### src/logic/uaa_consts.svh
// Named offsets, field positions, reset values and defaults of the add slice.
`ifndef UAA_CONSTS_SVH
`define UAA_CONSTS_SVH

// ------------------------------------------------------------------
// Register offsets on the register port (byte addresses).
// ------------------------------------------------------------------
`define UAA_OFF_ACC 8'h00
`define UAA_OFF_PROD 8'h04
`define UAA_OFF_STATUS 8'h08
`define UAA_OFF_CTRL 8'h0c
`define UAA_OFF_OVC 8'h10
`define UAA_OFF_UCT 8'h14
`define UAA_OFF_RPT 8'h18
`define UAA_AUX_PAGE 3'h1
`define UAA_AUX_COUNT 8

// ------------------------------------------------------------------
// Field positions.
// ------------------------------------------------------------------
`define UAA_ST_N 0
`define UAA_ST_Z 1
`define UAA_ST_C 2
`define UAA_ST_V 3
`define UAA_CTL_SAT 0
`define UAA_CTL_PTR_LO 4
`define UAA_CTL_PTR_HI 6

// ------------------------------------------------------------------
// Values and defaults.
// ------------------------------------------------------------------
`define UAA_SAT_POS 32'h7fffffff
`define UAA_SAT_NEG 32'h80000000
`define UAA_ZERO32 32'h00000000
`define UAA_TALLY_W_DEF 8
`define UAA_RPT_W_DEF 8

`endif

### src/logic/uaa_pkg.sv
// Shared types of the add slice: operation codes and sequencer states.
package uaa_pkg;

	// Operation selected by the decoder.
	typedef enum logic [2:0] {
		UAA_OP_NONE = 3'b000,
		UAA_OP_ADD16 = 3'b001,
		UAA_OP_ADD32_P = 3'b010,
		UAA_OP_ADD32_ACC = 3'b011,
		UAA_OP_AUX_IMM = 3'b100
	} uaa_op_e;

	// Sequencer states.
	typedef enum logic {
		UAA_ST_IDLE = 1'b0,
		UAA_ST_RUN = 1'b1
	} uaa_state_e;

endpackage

### src/logic/uaa_adder.sv
// Combinational 32-bit adder with carry, overflow and saturation.
`include "uaa_consts.svh"

module uaa_adder (
	// Operands.
	input wire logic [31:0] lhs,
	input wire logic [31:0] rhs,
	input wire logic sat_en,
	// Results.
	output logic [31:0] result,
	output logic carry,
	output logic ovf_pos,
	output logic ovf_neg
);

	// Sum with one extra bit so the carry out of bit 31 is kept.
	logic [32:0] full;

	assign full = {1'b0, lhs} + {1'b0, rhs};
	assign carry = full[32];

	// Overflow only when both signs agree and the result sign differs.
	assign ovf_pos = !lhs[31] && !rhs[31] && full[31];
	assign ovf_neg = lhs[31] && rhs[31] && !full[31];

	// Saturation clamps an overflowed sum to the nearest extreme.
	always_comb begin
		result = full[31:0];
		if (sat_en && ovf_pos) begin
			result = `UAA_SAT_POS;
		end else if (sat_en && ovf_neg) begin
			result = `UAA_SAT_NEG;
		end
	end

endmodule

### src/logic/uaa_aux_file.sv
// Eight auxiliary registers with an immediate add and a software write.
`include "uaa_consts.svh"

module uaa_aux_file #(
	parameter int NREG = `UAA_AUX_COUNT
) (
	// Clock and reset.
	input wire logic clock,
	input wire logic rst_n,
	// Software write.
	input wire logic sw_we,
	input wire logic [2:0] sw_idx,
	input wire logic [31:0] sw_data,
	// Immediate add.
	input wire logic add_en,
	input wire logic [2:0] add_idx,
	input wire logic [7:0] add_imm,
	// Read port.
	input wire logic [2:0] rd_idx,
	output logic [31:0] rd_data
);

	// The 3-bit pointer reaches exactly eight entries.
	if (NREG != `UAA_AUX_COUNT) begin : g_bad
		$error("aux file must hold exactly eight registers");
	end

	// Register storage.
	logic [31:0] regs_q [NREG];

	// ------------------------------------------------------------------
	// One update process per entry; the add wins over a software write.
	// ------------------------------------------------------------------
	for (genvar i = 0; i < NREG; i++) begin : g_reg
		always_ff @(posedge clock or negedge rst_n) begin
			if (!rst_n) begin
				regs_q[i] <= `UAA_ZERO32;
			end else if (add_en && add_idx == 3'(i)) begin
				regs_q[i] <= regs_q[i] + {24'h000000, add_imm};
			end else if (sw_we && sw_idx == 3'(i)) begin
				regs_q[i] <= sw_data;
			end
		end
	end

	assign rd_data = regs_q[rd_idx];
endmodule

### src/logic/uaa_alu.sv
// Unsigned add slice: accumulator, product and auxiliary register adds.
//
// Behaviour
// - Add16 zero-extends operand into main_sum_reg.
// - Zero flag set when accumulator result is zero.
// - Negative flag copies accumulator result bit 31.
// - Carry flag follows carry out of bit 31.
// - Overflow flag sets on overflow, cleared only by writing status bit 3.
// - Add16 signed tally counts overflow when unsaturated.
// - Saturation clamps add16 accumulator result to extreme on overflow.
// - Repeat count N runs N+1 times, last flags.
// - Any intermediate overflow sets the overflow flag.
// - Repeated add16 tallies every intermediate overflow when unsaturated.
// - Add32 to product register, single cycle, unrepeatable.
// - Product add sets negative, zero from product.
// - Both add32 forms count carries in unsigned tally.
// - Repeated accumulator add32 tallies every carry.
// - Immediate zero-extended and added to aux register.
// - Three-bit pointer selects one of eight aux.
// - Unrepeatable op after prefix clears count, runs once.
`include "uaa_consts.svh"

module uaa_alu #(
	parameter int TALLY_W = `UAA_TALLY_W_DEF,
	parameter int RPT_W = `UAA_RPT_W_DEF
) (
	// Clock and reset.
	input wire logic clock,
	input wire logic rst_n,
	// Register port.
	input wire logic [7:0] reg_addr,
	input wire logic [31:0] reg_wdata,
	input wire logic reg_wr,
	input wire logic reg_rd,
	output logic [31:0] reg_rdata,
	// Decoder side: repeat prefix.
	input wire logic repeat_prefix,
	input wire logic [RPT_W-1:0] repeat_n,
	// Decoder side: operation and operands.
	input wire logic op_valid,
	input wire logic [2:0] op_kind,
	input wire logic [15:0] mem_operand_16,
	input wire logic [31:0] mem_operand_32,
	input wire logic [7:0] op_imm8,
	output logic op_busy,
	output logic op_done
);

	// Tallies and the repeat count must fit the 32-bit read path.
	if (TALLY_W < 2 || TALLY_W > 32 || RPT_W < 1 || RPT_W > 31)
	begin : g_bad
		$error("tally or repeat width out of range");
	end

	// ------------------------------------------------------------------
	// Reset release.
	// ------------------------------------------------------------------

	// Two stages so the release of the asynchronous reset is clean.
	logic rst_meta_q;
	logic rst_sync_q;
	logic rst_s_n;

	// Assertion is immediate, release waits two edges.
	always_ff @(posedge clock or negedge rst_n) begin
		if (!rst_n) begin
			rst_meta_q <= 1'b0;
			rst_sync_q <= 1'b0;
		end else begin
			rst_meta_q <= 1'b1;
			rst_sync_q <= rst_meta_q;
		end
	end

	assign rst_s_n = rst_sync_q;

	// ------------------------------------------------------------------
	// Architectural state.
	// ------------------------------------------------------------------
	logic [31:0] main_sum_reg_q; // Accumulator.
	logic [31:0] prod_q; // Product register.
	logic n_q; // Negative flag.
	logic z_q; // Zero flag.
	logic c_q; // Carry flag.
	logic v_q; // Sticky overflow flag.
	logic saturate_enable_q; // Saturation mode.
	logic [2:0] aux_pointer_q; // Selected aux register.
	logic [TALLY_W-1:0] ovc_q; // Signed overflow tally.
	logic [TALLY_W-1:0] unsigned_carry_tally_q; // Carry tally.
	logic [RPT_W-1:0] repeat_count_q; // Remaining repeats.

	// Sequencer state and the latched operation.
	uaa_pkg::uaa_state_e state_q;
	uaa_pkg::uaa_op_e op_q;
	logic [31:0] opnd_q; // Extended operand held over repeats.
	logic [7:0] imm_q; // Immediate for the aux add.

	// Outputs held in flops.
	logic op_busy_q;
	logic op_done_q;
	logic [31:0] rdata_q;

	// ------------------------------------------------------------------
	// Decode of the current iteration.
	// ------------------------------------------------------------------
	uaa_pkg::uaa_op_e op_in;
	logic accept;
	logic in_rptable;
	logic fire;
	logic is_acc;
	logic is_p;
	logic is_add16;
	logic is_add32;
	logic [31:0] add_lhs;
	logic [31:0] add_res;
	logic add_carry;
	logic add_ovf_pos;
	logic add_ovf_neg;
	logic add_ovf;

	assign op_in = uaa_pkg::uaa_op_e'(op_kind);

	// Only a known operation is taken, and only while idle; the unused
	// codes must not start a pass or raise a done pulse.
	assign accept = op_valid && state_q == uaa_pkg::UAA_ST_IDLE &&
		(op_in == uaa_pkg::UAA_OP_ADD16 ||
		op_in == uaa_pkg::UAA_OP_ADD32_P ||
		op_in == uaa_pkg::UAA_OP_ADD32_ACC ||
		op_in == uaa_pkg::UAA_OP_AUX_IMM);

	// Only the accumulator adds honour the repeat prefix.
	assign in_rptable = op_in == uaa_pkg::UAA_OP_ADD16 ||
		op_in == uaa_pkg::UAA_OP_ADD32_ACC;

	assign fire = state_q == uaa_pkg::UAA_ST_RUN;
	assign is_add16 = op_q == uaa_pkg::UAA_OP_ADD16;
	assign is_p = op_q == uaa_pkg::UAA_OP_ADD32_P;
	assign is_add32 = is_p || op_q == uaa_pkg::UAA_OP_ADD32_ACC;
	assign is_acc = is_add16 || op_q == uaa_pkg::UAA_OP_ADD32_ACC;
	assign add_lhs = is_p ? prod_q : main_sum_reg_q;
	assign add_ovf = add_ovf_pos || add_ovf_neg;

	// One adder serves every 32-bit form; only add16 saturates.
	uaa_adder u_adder (
		.lhs(add_lhs),
		.rhs(opnd_q),
		.sat_en(saturate_enable_q && is_add16),
		.result(add_res),
		.carry(add_carry),
		.ovf_pos(add_ovf_pos),
		.ovf_neg(add_ovf_neg)
	);

	// ------------------------------------------------------------------
	// Register port decode.
	// ------------------------------------------------------------------
	logic wr_acc;
	logic wr_prod;
	logic wr_status;
	logic wr_ctrl;
	logic wr_ovc;
	logic wr_uct;
	logic wr_aux;
	logic [31:0] aux_rd_data;

	assign wr_acc = reg_wr && reg_addr == `UAA_OFF_ACC;
	assign wr_prod = reg_wr && reg_addr == `UAA_OFF_PROD;
	assign wr_status = reg_wr && reg_addr == `UAA_OFF_STATUS;
	assign wr_ctrl = reg_wr && reg_addr == `UAA_OFF_CTRL;
	assign wr_ovc = reg_wr && reg_addr == `UAA_OFF_OVC;
	assign wr_uct = reg_wr && reg_addr == `UAA_OFF_UCT;
	assign wr_aux = reg_wr && reg_addr[7:5] == `UAA_AUX_PAGE;

	// Aux registers; the immediate add targets the pointed entry.
	uaa_aux_file u_aux (
		.clock(clock),
		.rst_n(rst_s_n),
		.sw_we(wr_aux),
		.sw_idx(reg_addr[4:2]),
		.sw_data(reg_wdata),
		.add_en(fire && op_q == uaa_pkg::UAA_OP_AUX_IMM),
		.add_idx(aux_pointer_q),
		.add_imm(imm_q),
		.rd_idx(reg_addr[4:2]),
		.rd_data(aux_rd_data)
	);

	// ------------------------------------------------------------------
	// Sequencer: accept, then one iteration per edge while running.
	// ------------------------------------------------------------------
	always_ff @(posedge clock or negedge rst_s_n) begin
		if (!rst_s_n) begin
			state_q <= uaa_pkg::UAA_ST_IDLE;
			op_q <= uaa_pkg::UAA_OP_NONE;
			opnd_q <= `UAA_ZERO32;
			imm_q <= 8'h00;
			op_busy_q <= 1'b0;
			op_done_q <= 1'b0;
		end else begin
			op_done_q <= 1'b0;
			case (state_q)
				uaa_pkg::UAA_ST_IDLE: begin
					if (accept) begin
						state_q <= uaa_pkg::UAA_ST_RUN;
						op_busy_q <= 1'b1;
						op_q <= op_in;
						imm_q <= op_imm8;
						// The 16-bit operand enters with zero upper half.
						if (op_in == uaa_pkg::UAA_OP_ADD16) begin
							opnd_q <= {16'h0000, mem_operand_16};
						end else begin
							opnd_q <= mem_operand_32;
						end
					end
				end
				uaa_pkg::UAA_ST_RUN: begin
					// The last pass is the one with no repeats left.
					if (repeat_count_q == '0) begin
						state_q <= uaa_pkg::UAA_ST_IDLE;
						op_busy_q <= 1'b0;
						op_done_q <= 1'b1;
					end
				end
				default: begin
					state_q <= uaa_pkg::UAA_ST_IDLE;
					op_busy_q <= 1'b0;
				end
			endcase
		end
	end

	// ------------------------------------------------------------------
	// Repeat count: loaded by the prefix, spent by each extra pass.
	// ------------------------------------------------------------------
	always_ff @(posedge clock or negedge rst_s_n) begin
		if (!rst_s_n) begin
			repeat_count_q <= '0;
		end else if (accept && !in_rptable) begin
			repeat_count_q <= '0;
		end else if (fire && repeat_count_q != '0) begin
			repeat_count_q <= repeat_count_q - 1'b1;
		end else if (repeat_prefix && !accept &&
			state_q == uaa_pkg::UAA_ST_IDLE) begin
			// A prefix beside an accepted op would change its pass count.
			repeat_count_q <= repeat_n;
		end
	end

	// ------------------------------------------------------------------
	// Accumulator and product; an add in flight beats a software write.
	// ------------------------------------------------------------------
	always_ff @(posedge clock or negedge rst_s_n) begin
		if (!rst_s_n) begin
			main_sum_reg_q <= `UAA_ZERO32;
			prod_q <= `UAA_ZERO32;
		end else begin
			if (fire && is_acc) begin
				main_sum_reg_q <= add_res;
			end else if (wr_acc) begin
				main_sum_reg_q <= reg_wdata;
			end
			if (fire && is_p) begin
				prod_q <= add_res;
			end else if (wr_prod) begin
				prod_q <= reg_wdata;
			end
		end
	end

	// ------------------------------------------------------------------
	// Flags. Each pass overwrites N, Z, C, so the last pass shows.
	// ------------------------------------------------------------------
	always_ff @(posedge clock or negedge rst_s_n) begin
		if (!rst_s_n) begin
			n_q <= 1'b0;
			z_q <= 1'b0;
			c_q <= 1'b0;
		end else if (fire && (is_acc || is_p)) begin
			n_q <= add_res[31];
			z_q <= add_res == `UAA_ZERO32;
			c_q <= add_carry;
		end
	end

	// Overflow is sticky; a set in the clearing cycle wins.
	always_ff @(posedge clock or negedge rst_s_n) begin
		if (!rst_s_n) begin
			v_q <= 1'b0;
		end else if (fire && (is_acc || is_p) && add_ovf) begin
			v_q <= 1'b1;
		end else if (wr_status && reg_wdata[`UAA_ST_V]) begin
			v_q <= 1'b0;
		end
	end

	// ------------------------------------------------------------------
	// Tallies. Both count on every pass, not just the last one.
	// ------------------------------------------------------------------
	always_ff @(posedge clock or negedge rst_s_n) begin
		if (!rst_s_n) begin
			ovc_q <= '0;
		end else if (fire && is_add16 && !saturate_enable_q && add_ovf_pos) begin
			ovc_q <= ovc_q + 1'b1;
		end else if (fire && is_add16 && !saturate_enable_q && add_ovf_neg) begin
			ovc_q <= ovc_q - 1'b1;
		end else if (wr_ovc) begin
			ovc_q <= reg_wdata[TALLY_W-1:0];
		end
	end

	// Carry tally ignores saturation mode entirely.
	always_ff @(posedge clock or negedge rst_s_n) begin
		if (!rst_s_n) begin
			unsigned_carry_tally_q <= '0;
		end else if (fire && is_add32 && add_carry) begin
			unsigned_carry_tally_q <= unsigned_carry_tally_q + 1'b1;
		end else if (wr_uct) begin
			unsigned_carry_tally_q <= reg_wdata[TALLY_W-1:0];
		end
	end

	// ------------------------------------------------------------------
	// Control register: saturation mode and aux pointer.
	// ------------------------------------------------------------------
	always_ff @(posedge clock or negedge rst_s_n) begin
		if (!rst_s_n) begin
			saturate_enable_q <= 1'b0;
			aux_pointer_q <= 3'h0;
		end else if (wr_ctrl) begin
			saturate_enable_q <= reg_wdata[`UAA_CTL_SAT];
			aux_pointer_q <= reg_wdata[`UAA_CTL_PTR_HI:`UAA_CTL_PTR_LO];
		end
	end

	// ------------------------------------------------------------------
	// Read data: valid only in the cycle after the strobe, else zero.
	// ------------------------------------------------------------------
	always_ff @(posedge clock or negedge rst_s_n) begin
		if (!rst_s_n) begin
			rdata_q <= `UAA_ZERO32;
		end else if (!reg_rd) begin
			rdata_q <= `UAA_ZERO32;
		end else if (reg_addr[7:5] == `UAA_AUX_PAGE) begin
			rdata_q <= aux_rd_data;
		end else begin
			case (reg_addr)
				`UAA_OFF_ACC: rdata_q <= main_sum_reg_q;
				`UAA_OFF_PROD: rdata_q <= prod_q;
				`UAA_OFF_STATUS: rdata_q <= {28'h0000000, v_q, c_q, z_q, n_q};
				`UAA_OFF_CTRL: rdata_q <= {25'h0000000, aux_pointer_q,
					3'h0, saturate_enable_q};
				`UAA_OFF_OVC: rdata_q <= 32'(ovc_q);
				`UAA_OFF_UCT: rdata_q <= 32'(unsigned_carry_tally_q);
				`UAA_OFF_RPT: rdata_q <= 32'(repeat_count_q);
				default: rdata_q <= `UAA_ZERO32;
			endcase
		end
	end

	assign reg_rdata = rdata_q;
	assign op_busy = op_busy_q;
	assign op_done = op_done_q;

	// Helper: passes run for the current operation and its target.
	logic [RPT_W:0] passes_q;
	logic [RPT_W:0] want_q;

	always_ff @(posedge clock or negedge rst_s_n) begin
		if (!rst_s_n) begin
			passes_q <= '0;
			want_q <= '0;
		end else if (accept) begin
			passes_q <= '0;
			want_q <= in_rptable ? {1'b0, repeat_count_q} + 1'b1 : 1'b1;
		end else if (fire) begin
			passes_q <= passes_q + 1'b1;
		end
	end
endmodule

### config.mk
export PLATFORM = sky130hd
export DESIGN_NAME = uaa_alu
export DESIGN_NICKNAME = d
export VERILOG_FILES = /design/src/logic/uaa_pkg.sv /design/src/logic/uaa_adder.sv /design/src/logic/uaa_aux_file.sv /design/src/logic/uaa_alu.sv
export VERILOG_INCLUDE_DIRS = /design/src /design/src/logic
export SDC_FILE = /design/constraint.sdc
export NUM_CORES = 1
export LEC_CHECK = 0
export BUFFER_PORTS_ARGS = -buffer_cell sky130_fd_sc_hd__clkbuf_2
export CAP_MARGIN = 10
export CORE_ASPECT_RATIO = 1.4
export CORE_MARGIN = 5
export CORE_UTILIZATION = 40
export CTS_CLUSTER_SIZE = 30
export DETAILED_ROUTE_END_ITERATION = 7
export SYNTH_ARGS = -nofsm -noshare
export SYNTH_HDL_FRONTEND = slang
export SYNTH_HIERARCHICAL = 1
export SYNTH_SLANG_ARGS = --single-unit
export TNS_END_PERCENT = 100
### constraint.sdc
create_clock -name clock -period 14.9 [get_ports clock]
set_input_delay 0.745 -clock clock [delete_from_list [all_inputs] [get_ports clock]]
set_output_delay 0.745 -clock clock [all_outputs]
set_load 0.1 [all_outputs]
* Word-level counts from Yosys, hierarchy flattened *
Index checks and enable logic that the tools add are counted.

operators by class
  $add $sub $neg = 13
  multiply operators = 0
  div/mod/pow operators = 0
  magnitude comparators = 1
  equality and inequality tests = 31
  shifts and indexed selects = 0
  mux-type cells = 48
  bitwise logic cells = 2
  reductions and logical operators = 84

operators with widths
  kind                                                 count
  two-way mux 32 bit                                   28
  adder 32 x 8 -> 32 bit                               8
  case mux 32 bit (7 select lines)                     1
  binary-select mux 32 bit (select 3 bit)              1
  two-way mux 8 bit                                    8
  logical AND 1 bit                                    48
  adder 32 x 32 -> 33 bit                              1
  zero test 32 bit                                     1
  equality test 3 bit, second input constant           10
  equality test 3 x 2 -> 1 bit, second input constant  8
  equality test 8 x 5 -> 1 bit, second input constant  3
  nonzero test 2 bit                                   12
  adder 8 x 1 -> 8 bit, second input constant          2
  equality test 8 x 4 -> 1 bit, second input constant  2
  zero test 8 bit                                      2
  subtractor 8 x 1 -> 8 bit, second input constant     2
  equality test 3 x 1 -> 1 bit, second input constant  5
  equality test 8 x 3 -> 1 bit, second input constant  1
  logical OR 1 bit                                     8
  two-way mux 1 bit                                    8
  nonzero test 8 bit                                   1
  zero test 1 bit                                      6
  zero test 3 bit                                      2
  nonzero test 3 bit                                   2
  other kinds (7)                                      9

storage, ports and cells
  register bits = 432
  bits in latches = 0
  RAM bits = 0
  ROM bits = 0
  output and inout bits = 34
  word-level logic and storage cells = 207
  memories = 0

* Longest topological paths before layout *
Gate-level depths: netlist of the first run.

  depth in word-level cells = 11
  mapped depth = 20
  mapped depth without buffers = 18

* Cells and area by module *
The synthesis of the first run kept the hierarchy.

by module, submodules not included
  module        instances  cells each  area each (µm²)  sequential area each (µm²)
  uaa_aux_file  1          2114        19507.5          6406.1
  uaa_alu       1          912         9261.4           4404.2
  uaa_adder     1          277         1959.4           0.0

* Least setup slack after synthesis of the first run *
OpenSTA, ideal clock, no wires.

  path kind = register to register
  from = register op_q[0]
  to = register unsigned_carry_tally_q[5]
  library setup time = 94 ps
  arrival time = 4171 ps
  required time = 14806 ps
  path slack = 10635 ps
  stages on the path, launching flop included = 21
  path through = dfrtp_1 > buf_2 > nor3b_1 > buf_2 > mux2_2 > ha_1 > clkbuf_1 > and3_1 > o211ai_1 > a31o_2 > a21o_1 > a21oi_1 > nor3_1 > o31ai_1 > a21o_1 > and4b_1 > clkbuf_1 > nand4_1 > nor2_1 > a211oi_1 > a211oi_1

on the way
  longest elaborated chain between the ends = 5
  elaborated cells between the ends (all ways) = 9
  those cells by class = 1 x add/sub; 2 x eq/ne; 2 x mux; 4 x reduce/logical

ends and longest elaborated chain
  item                                                            RTL line         RTL
  start, declared                                                 uaa_alu.sv:94    uaa_pkg::uaa_op_e op_q;
  start signal, assigned                                          uaa_alu.sv:194   op_q <= uaa_pkg::UAA_OP_NONE;
  start signal, assigned                                          uaa_alu.sv:206   op_q <= op_in;
  equality test 3 x 2 -> 1 bit *                                  uaa_alu.sv:137   assign is_p = op_q == uaa_pkg::UAA_OP_ADD32_P;
  two-way mux 32 bit *                                            uaa_alu.sv:140   assign add_lhs = is_p ? prod_q : main_sum_reg_q;
  net add_lhs[10]                                                 uaa_alu.sv:114   logic [31:0] add_lhs;
  adder 32 x 32 -> 33 bit *                                       uaa_adder.sv:19  assign full = {1'b0, lhs} + {1'b0, rhs};
  net add_carry                                                   uaa_alu.sv:116   logic add_carry;
  logical AND 1 bit *                                             uaa_alu.sv:315   end else if (fire && is_add32 && add_carry) begin
  two-way mux 8 bit / nonzero test 2 bit (equally long branches)  --
  end signal, assigned                                            uaa_alu.sv:316   unsigned_carry_tally_q <= unsigned_carry_tally_q + 1'b1;
  end signal, assigned                                            uaa_alu.sv:318   unsigned_carry_tally_q <= reg_wdata[TALLY_W-1:0];
  end, declared                                                   uaa_alu.sv:89    logic [TALLY_W-1:0] unsigned_carry_tally_q;

The timed path passes the listed nets; every way through them passes the cells marked *.
A chain may end at the register's enable or synchronous reset.

* Final worst setup path of the first run *
  from = register op_q[1]
  to = register z_q

on the way
  longest elaborated chain between the ends = 9
  elaborated cells between the ends (all ways) = 20
  those cells by class = 1 x add/sub; 3 x eq/ne; 3 x mux; 13 x reduce/logical

ends and longest elaborated chain
  item                            RTL line         RTL
  equality test 3 x 2 -> 1 bit *  uaa_alu.sv:137
  two-way mux 32 bit *            uaa_alu.sv:140
  net add_lhs[1]                  uaa_alu.sv:114
  adder 32 x 32 -> 33 bit *       uaa_adder.sv:19
  zero test 1 bit                 uaa_adder.sv:24  assign ovf_neg = lhs[31] && rhs[31] && !full[31];
  logical AND 1 bit               uaa_adder.sv:24
  logical AND 1 bit               uaa_adder.sv:31  end else if (sat_en && ovf_neg) begin
  two-way mux 32 bit              uaa_adder.sv:31
  two-way mux 32 bit *            uaa_adder.sv:29  if (sat_en && ovf_pos) begin
  net add_res[20]                 uaa_alu.sv:115   logic [31:0] add_res;
  zero test 32 bit (no line) *    --
  end signal, assigned            uaa_alu.sv:280   z_q <= add_res == `UAA_ZERO32;
  end, declared                   uaa_alu.sv:83    logic z_q;

Marks and branches as above.

==> flow_metrics.py, run 1 <==
metrics = {
    "clock_network": {
        "cts_sinks": 432,
        "cts_resized": 0,
        "postCtsSetupBuffers": 0,
        "cts_tree": "built",
        "path_clk_slew_ns": 0.07,
        "worstSkewPairLatency_ns": 0.63,
        "cts_made_buffers": 47,
        "root_buffer": "clkbuf_16",
        "htreeDepth": 2,
        "cts_buffer_depth": 3,
    },
    "worst_setup_path": {
        "path_max_fanout": 32,
        "timing.rr.end": "z_q$_DFFE_PN0P_",
        "crit_type": "flop to flop",
        "slowest_stage": "and3b_2",
        "regToRegStartpoint": "op_q[1]$_DFFE_PN0P_",
        "worstPathRequired_ns": 15.44,
        "crit_chain": "nor3b_2, buf_4, mux2_2, ha_1, a211oi_1, o21ai_2, o2111ai_2, a21oi_2, a21boi_2, xnor2_2, and3b_2, o21ai_0, nor4_1, nand4_1, o31ai_1",
        "worst_path_largest_cell_delay_ns": 0.67,
        "r2r_slack_ns": 9.64,
        "startpoint": "op_q[1]$_DFFE_PN0P_",
        "crit_end": "z_q$_DFFE_PN0P_",
        "startpoint_type": "flop",
        "arrival_ns": 5.80,
        "r2r_cells": 15,
        "end_kind": "flop",
    },
    "timing": {
        "setup_viol": 0,
        "clock_skew_ns": 0.0383,
        "tightest_slew_ns": 1.20,
        "fmax_mhz": 190,
        "final.min_clock_period_ns": 5.26,
        "slew_viol_final": 0,
        "period_share_pct": 35.3,
        "finalHoldViolations": 0,
        "finalSetupTns_ns": 0,
        "rsz0062_at_grt": "false",
        "slew_headroom_pct": 19.2,
    },
    "pwr": {
        "max-vdd-ir-drop_mv": 0.151,
        "p_leak_nw": 13.9,
        "pwr_density_cell_nw_per_um2": 168,
    },
    "logic_synthesis": {
        "postSynthCellCount": 3303,
        "synth.avg_cell_area_um2": 9.30,
        "synth_fp_nets": 3527,
        "syn_area_um2": 30700,
        "synth_most_common_cell": "dfrtp_1",
        "synth_async_sr_flop_share_pct": 100,
        "synth_cell_type_count": 115,
        "synth_warnings": 6,
        "yosysTopAreaCellShare_pct": 35.2,
        "synth_common_cells": "432 x dfrtp_1, 371 x nand2_1, 199 x nor2_1",
        "synth_top_flop_cell": "dfrtp_1",
        "synth-edff-count": 0,
        "synth-seq-cells": 432,
        "seq_area_frac_synth_pct": 35.2,
        "synthTopCellsByArea": "dfrtp_1 35%, mux2i_1 5.0%, mux4_2 4.8%",
        "yosys.area.top_type": "dfrtp_1",
    },
    "global_route": {
        "grt_pass1_wl_mm": 169,
        "overflow": 0,
        "grt_max_degree": 72,
        "antenna_found_initial": 3,
        "grt_pass1_vias": 27765,
        "grt.total_usage_pct": 26.2,
    },
    "die": {
        "dieArea_um2": 82500,
        "core_area_um2": 76400,
        "chipHeight_um": 338,
        "start_util_pct": 40.2,
        "io-pin-count": 147,
        "std_cell_rows": 120,
        "die_w_um": 244,
    },
    "detailed_routing": {
        "drtAntennaViolNets": 0,
        "vias": 28122,
        "vias_per_cell": 6.46,
        "drt-initial-drc-count": 2575,
        "wire_per_inst_um": 25.6,
        "wl_mm": 111,
        "drc_errors": 4,
        "first_pass_iters": 8,
    },
    "place": {
        "io_buffers": 146,
        "hpwlAfterDp_mm": 83.6,
        "gp_congestion": 0.955,
    },
    "hold_path": {
        "hp-class": "primary input to flop",
    },
    "outcome": {
        "violations": "design-rule violations",
        "status": "finished with violations",
    },
    "flow_run": {
        "maxCapViolations": 0,
    },
    "final_layout": {
        "nNetsFinal": 3558,
        "fin_util_pct": 44.2,
        "drive_gt1_share_pct": 15.7,
        "areaGrowthSynthToFinish_pct": 9.85,
    },
}
## worst max-delay path: cells and delay by family (launching register included)
kind	cells	cell delay [ns]
adders and majority gates	1	0.32
buffers and inverters	1	0.42
xor gates and xnor gates	1	0.19
AOI/OAI and AO/OA	7	1.77
DFF	1	0.48
and+or+nand+nor	4	1.57
muxes	1	0.41
## through the flow
stage	std cells	area, um2	total power, W	hold WS [ns]	setup WS [ns]
after global placement	4260	32100	0.00435	0.339	9.72
final	4350	33800	0.00568	0.333	9.64
after floorplan	3303	30700	0.00366	0.331	1.97
after detailed placement	4260	32100	0.00438	0.340	9.62
after CTS	4348	33800	0.00567	0.303	9.62
after global routing	4350	33800	0.00604	0.333	9.25
## registers in the layout, summed over array words and instances, names as in the netlist
register                count
imm_q                       8
rst_meta_q                  1
op_busy                     1
c_q                         1
unsigned_carry_tally_q      8
fire                        1
op_q                        3
op_done                     1
repeat_count_q              8
aux_pointer_q               3
main_sum_reg_q             32
rst_s_n                     1
saturate_enable_q           1
opnd_q                     32
prod_q                     32
z_q                         1
reg_rdata                  32
u_aux/regs_q              256
v_q                         1
n_q                         1
ovc_q                       8
## cell families after synthesis
| group | Yosys count | synth area share [%] |
|---|---|---|
| XOR/XNOR | 91 | 2.62 |
| AO/OA/AOI/OAI | 1008 | 22.4 |
| AND/OR/NAND/NOR | 1100 | 18.3 |
| buffers and inverters | 249 | 3.66 |
| other | 1 | 0.0122 |
| flip-flops | 432 | 35.2 |
| multiplexers | 311 | 13.1 |
| adder cells (fa/ha/maj) | 111 | 4.74 |
## routing by layer
metal / GRT usage [%] / wire (um) / vias up
met1: 29.7 / 40500 / 13822
met4: 16.1 / 8370 / 0
met5: 0 / 0 / -
li1: - / - / 12691
met2: 46.8 / 55600 / 1216
met3: 3.67 / 6790 / 393
## what timing repair did
action,CTS,global route
hold buffers,1,0
endpoints found under the setup margin,0,0
hold endpoints to repair,2,0
## worst min-delay path by stage
| stage | start | endpoint | slack [ns] | cells after the start |
|---|---|---|---|---|
| floorplan | rst_meta_q$_DFF_PN0_ | rst_s_n$_DFF_PN0_ | 0.33 | 0 |
| detailed placement | rst_meta_q$_DFF_PN0_ | rst_s_n$_DFF_PN0_ | 0.34 | 0 |
| CTS | mem_operand_32[22] | opnd_q[22]$_DFFE_PN0P_ | 0.30 | 3 |
| global placement | rst_meta_q$_DFF_PN0_ | rst_s_n$_DFF_PN0_ | 0.34 | 0 |
| global route | mem_operand_32[25] | opnd_q[25]$_DFFE_PN0P_ | 0.33 | 3 |
| finish | mem_operand_32[22] | opnd_q[22]$_DFFE_PN0P_ | 0.33 | 3 |
## report_power, final
part | switching (W) | total (W) | internal, W
registers | 0.000454 | 0.00193 | 0.00148
clock network | 0.000537 | 0.00127 | 0.000737
logic | 0.00145 | 0.00248 | 0.00103
total | 0.00244 | 0.00568 | 0.00324
## cells in the final DEF, fill, tap and decap left out, types with 21 or more instances in the layout
master,synthesis,routed
ha_1,102,102
inv_1,41,41
xnor2_1,44,44
nand2_1,371,369
nand3_1,88,88
and3_1,64,64
a31oi_1,22,22
o311ai_0,21,21
o211ai_1,38,38
a21o_1,50,50
a21oi_1,172,172
a22oi_1,21,21
mux4_2,65,65
xor2_1,46,46
o21a_1,23,23
a222oi_1,26,26
clkbuf_16,0,49
a311oi_1,53,53
and2_1,33,33
mux2_2,91,91
o21ai_1,84,84
nand4_1,49,49
buf_4,2,45
nor4_1,27,27
clkbuf_2,6,144
a211oi_1,80,80
mux2i_1,155,155
nor2_1,199,198
and4_1,21,21
o22ai_1,59,59
nor3_1,82,80
dfrtp_1,432,431
nor2b_1,44,44
o21ai_0,184,184
## final cells by class
type | count | area, um2
tap | 976 | 1220
inverter | 41 | 154
clock buffer | 65 | 1380
timing repair buffer | 190 | 1070
antenna | 2 | 5.00
multi-input combinational | 2622 | 18800
fill | 7388 | 42700
sequential | 432 | 10800
clock inverter | 22 | 272
Power figures use the tool's default switching activity.
==> run 2, diff against run 1 <==
==> constraint.sdc (replaced) <==
create_clock -name clock -period 5.1 [get_ports clock]
set_input_delay 0.255 -clock clock [delete_from_list [all_inputs] [get_ports clock]]
set_output_delay 0.255 -clock clock [all_outputs]
set_load 0.1 [all_outputs]
==> run 2 against run 1 <==
  * The flow now finishes without violations
  * Total power rose to 3.0 times the previous value
  * Global-route usage rose by 0.44 points
  * Register-to-register slack got worse by 9.4 ns
  * Wire length rose by 2.0%
  * Critical path depth rose by 2
  * First-iteration DRC count rose by 4.6%
  * Clock power rose to 3.0 times the previous value
  * Sequential power rose to 2.9 times the previous value
  * Final cell count rose by 2.1%
  * Die area did not move
  * Via count rose by 1.2%
  * Setup slack got worse by 9.4 ns
  * Critical path type unchanged
  * Largest power group unchanged
==> flow_metrics.py, run 2 (synthesis gave the netlist of run 1 again) <==
metrics = {
    "outcome": {
        "status": "finished, final reports clean",
    },
    "final_layout": {
        "fill_cells": 7292,
        "largest_reg_flops": 256,
        "regArea_um2": 10800,
        "top_register": "u_aux/regs_q",
        "multi_input_area_um2": 18800,
        "drive_gt1_share_pct": 15.8,
        "areaGrowthSynthToFinish_pct": 12.9,
        "final_cells": 4443,
        "layout_commonest_cell": "dfrtp_1",
        "layout_common_cells": "431 x dfrtp_1, 369 x nand2_1, 198 x nor2_1",
        "nNetsFinal": 3651,
    },
    "timing": {
        "setup_viol": 0,
        "slew_headroom_pct": 24.8,
        "final.min_clock_period_ns": 4.82,
        "tightest_slew_ns": 1.12,
        "finalSetupTns_ns": 0,
        "period_share_pct": 94.5,
        "fmax_mhz": 208,
        "slew_viol_final": 0,
        "finalHoldViolations": 0,
        "clock_skew_ns": 0.0367,
        "layout_setup_ws_ns": 0.282,
        "rsz0062_at_grt": "false",
    },
    "worst_setup_path": {
        "worst_path_largest_cell_delay_ns": 0.50,
        "crit_type": "flop to flop",
        "worstPathRequired_ns": 5.63,
        "end_kind": "flop",
        "crit_chain": "nor3b_2, buf_12, buf_4, mux2_2, ha_1, a21oi_1, o21ai_0, nor2_1, a21oi_2, a21boi_2, xnor2_2, and3b_4, buf_4, o21ai_0, nor4_1, nand4_1, o31ai_1",
        "arrival_ns": 5.34,
        "slowest_stage": "and3b_4",
        "path_max_fanout": 24,
        "startpoint_type": "flop",
    },
    "detailed_routing": {
        "vias_per_cell": 6.41,
        "vias": 28471,
        "drc_errors": 0,
        "drt-initial-drc-count": 2694,
        "wl_mm": 113,
        "first_pass_iters": 6,
        "drtAntennaViolNets": 0,
        "wire_per_inst_um": 25.5,
    },
    "place": {
        "dp.cells": 4281,
        "place_ws_ns": 0.304,
        "hpwlAfterDp_mm": 85.1,
        "io_buffers": 146,
        "gp_congestion": 0.968,
    },
    "global_route": {
        "grt.total_usage_pct": 26.7,
        "grt_pass1_vias": 28269,
        "grt_pass1_wl_mm": 172,
        "grt_max_degree": 92,
        "antenna_found_initial": 6,
        "overflow": 0,
    },
    "pwr": {
        "max-vdd-ir-drop_mv": 0.313,
        "p_leak_nw": 14.3,
        "pwr_density_cell_nw_per_um2": 485,
    },
    "clock_network": {
        "htreeDepth": 2,
        "cts_tree": "built",
        "root_buffer": "clkbuf_16",
        "worstSkewPairLatency_ns": 0.63,
        "cts_buffer_depth": 3,
        "path_clk_slew_ns": 0.06,
        "postCtsSetupBuffers": 0,
        "cts_sinks": 432,
        "cts_made_buffers": 48,
    },
    "hold_path": {
        "hp-class": "primary input to flop",
    },
    "die": {
        "core_area_um2": 76400,
        "die_w_um": 244,
        "dieArea_um2": 82500,
        "chipHeight_um": 338,
        "io-pin-count": 147,
        "std_cell_rows": 120,
        "start_util_pct": 40.2,
    },
    "flow_run": {
        "maxCapViolations": 0,
    },
}
[run 2: cell count changes in the layout (fill, tap and decap cells not counted), sizes merged, moves of 3 or more]
cell / change
dlygate4sd3: +71
clkinvlp: -3
buf: +21
clkbuf: +5
[run 2: repair_timing]
action | in CTS | in global routing
hold buffers | 72 | 0
setup endpoints to repair | 0 | 1
hold endpoints to repair | 55 | 0
gates resized for setup | 0 | 1
[run 2: layout make-up]
class                      count  share of cell area, %
inverter                      41                  0.444
sequential                   432                   31.2
antenna                        3                 0.0216
tap                          976                   3.52
multi-input combinational   2622                   54.3
clock buffer                  70                   4.11
timing repair buffer         282                   5.73
clock inverter                17                  0.657
[run 2: critical path, delay by kind of cell, from the launching register on]
kind            cells  cell delay, ns
compound gates      6            1.25
xor+xnor            1            0.24
fa+ha+maj           1            0.39
buf+inv             3            0.68
flops               1            0.39
mux                 1            0.35
simple gates        5            1.41
[run 2: worst paths after layout]
check,from,endpoint,slack (ns),cells past startpoint
max in group asynchronous,rst_s_n$_DFF_PN0_,u_aux/regs_q[211]$_DFFE_PN0P_,3.32,1
max reg2reg,op_q[2]$_DFFE_PN0P_,z_q$_DFFE_PN0P_,0.28,17
max,op_q[2]$_DFFE_PN0P_,z_q$_DFFE_PN0P_,0.28,17
min in group asynchronous,rst_s_n$_DFF_PN0_,opnd_q[17]$_DFFE_PN0P_,0.46,0
min,reg_addr[0],reg_rdata[1]$_DFF_PN0_,0.1,4
min reg2reg,rst_meta_q$_DFF_PN0_,rst_s_n$_DFF_PN0_,0.36,0
[run 2: per-stage QoR]
stage	total power (W)	utilization (%)	instance area (um2)	hold slack, ns
final	0.0168	45.4	34700	0.0972
after global routing	0.0178	45.4	34700	0.137
after CTS	0.0167	45.4	34700	0.0650
after detailed placement	0.0129	42.3	32300	0.0435
after global placement	0.0128	42.3	32300	0.0435
after floorplan	0.0107	-	30700	-0.0406
[run 2: per-layer routing]
layer / track usage (%) / share of wire, % / vias up
li1: - / - / 12873
met1: 30.3 / 37 / 13964
met2: 48.1 / 51 / 1265
met3: 3.32 / 5.9 / 367
met4: 15.5 / 6.9 / 2
met5: 0 / 0.011 / -
[run 2: where the power goes]
group / total, W / internal [W] / switching, W
clock network: 0.00377 / 0.00219 / 0.00158
logic: 0.00740 / 0.00309 / 0.00430
registers: 0.00564 / 0.00432 / 0.00132
total: 0.0168 / 0.00961 / 0.00721
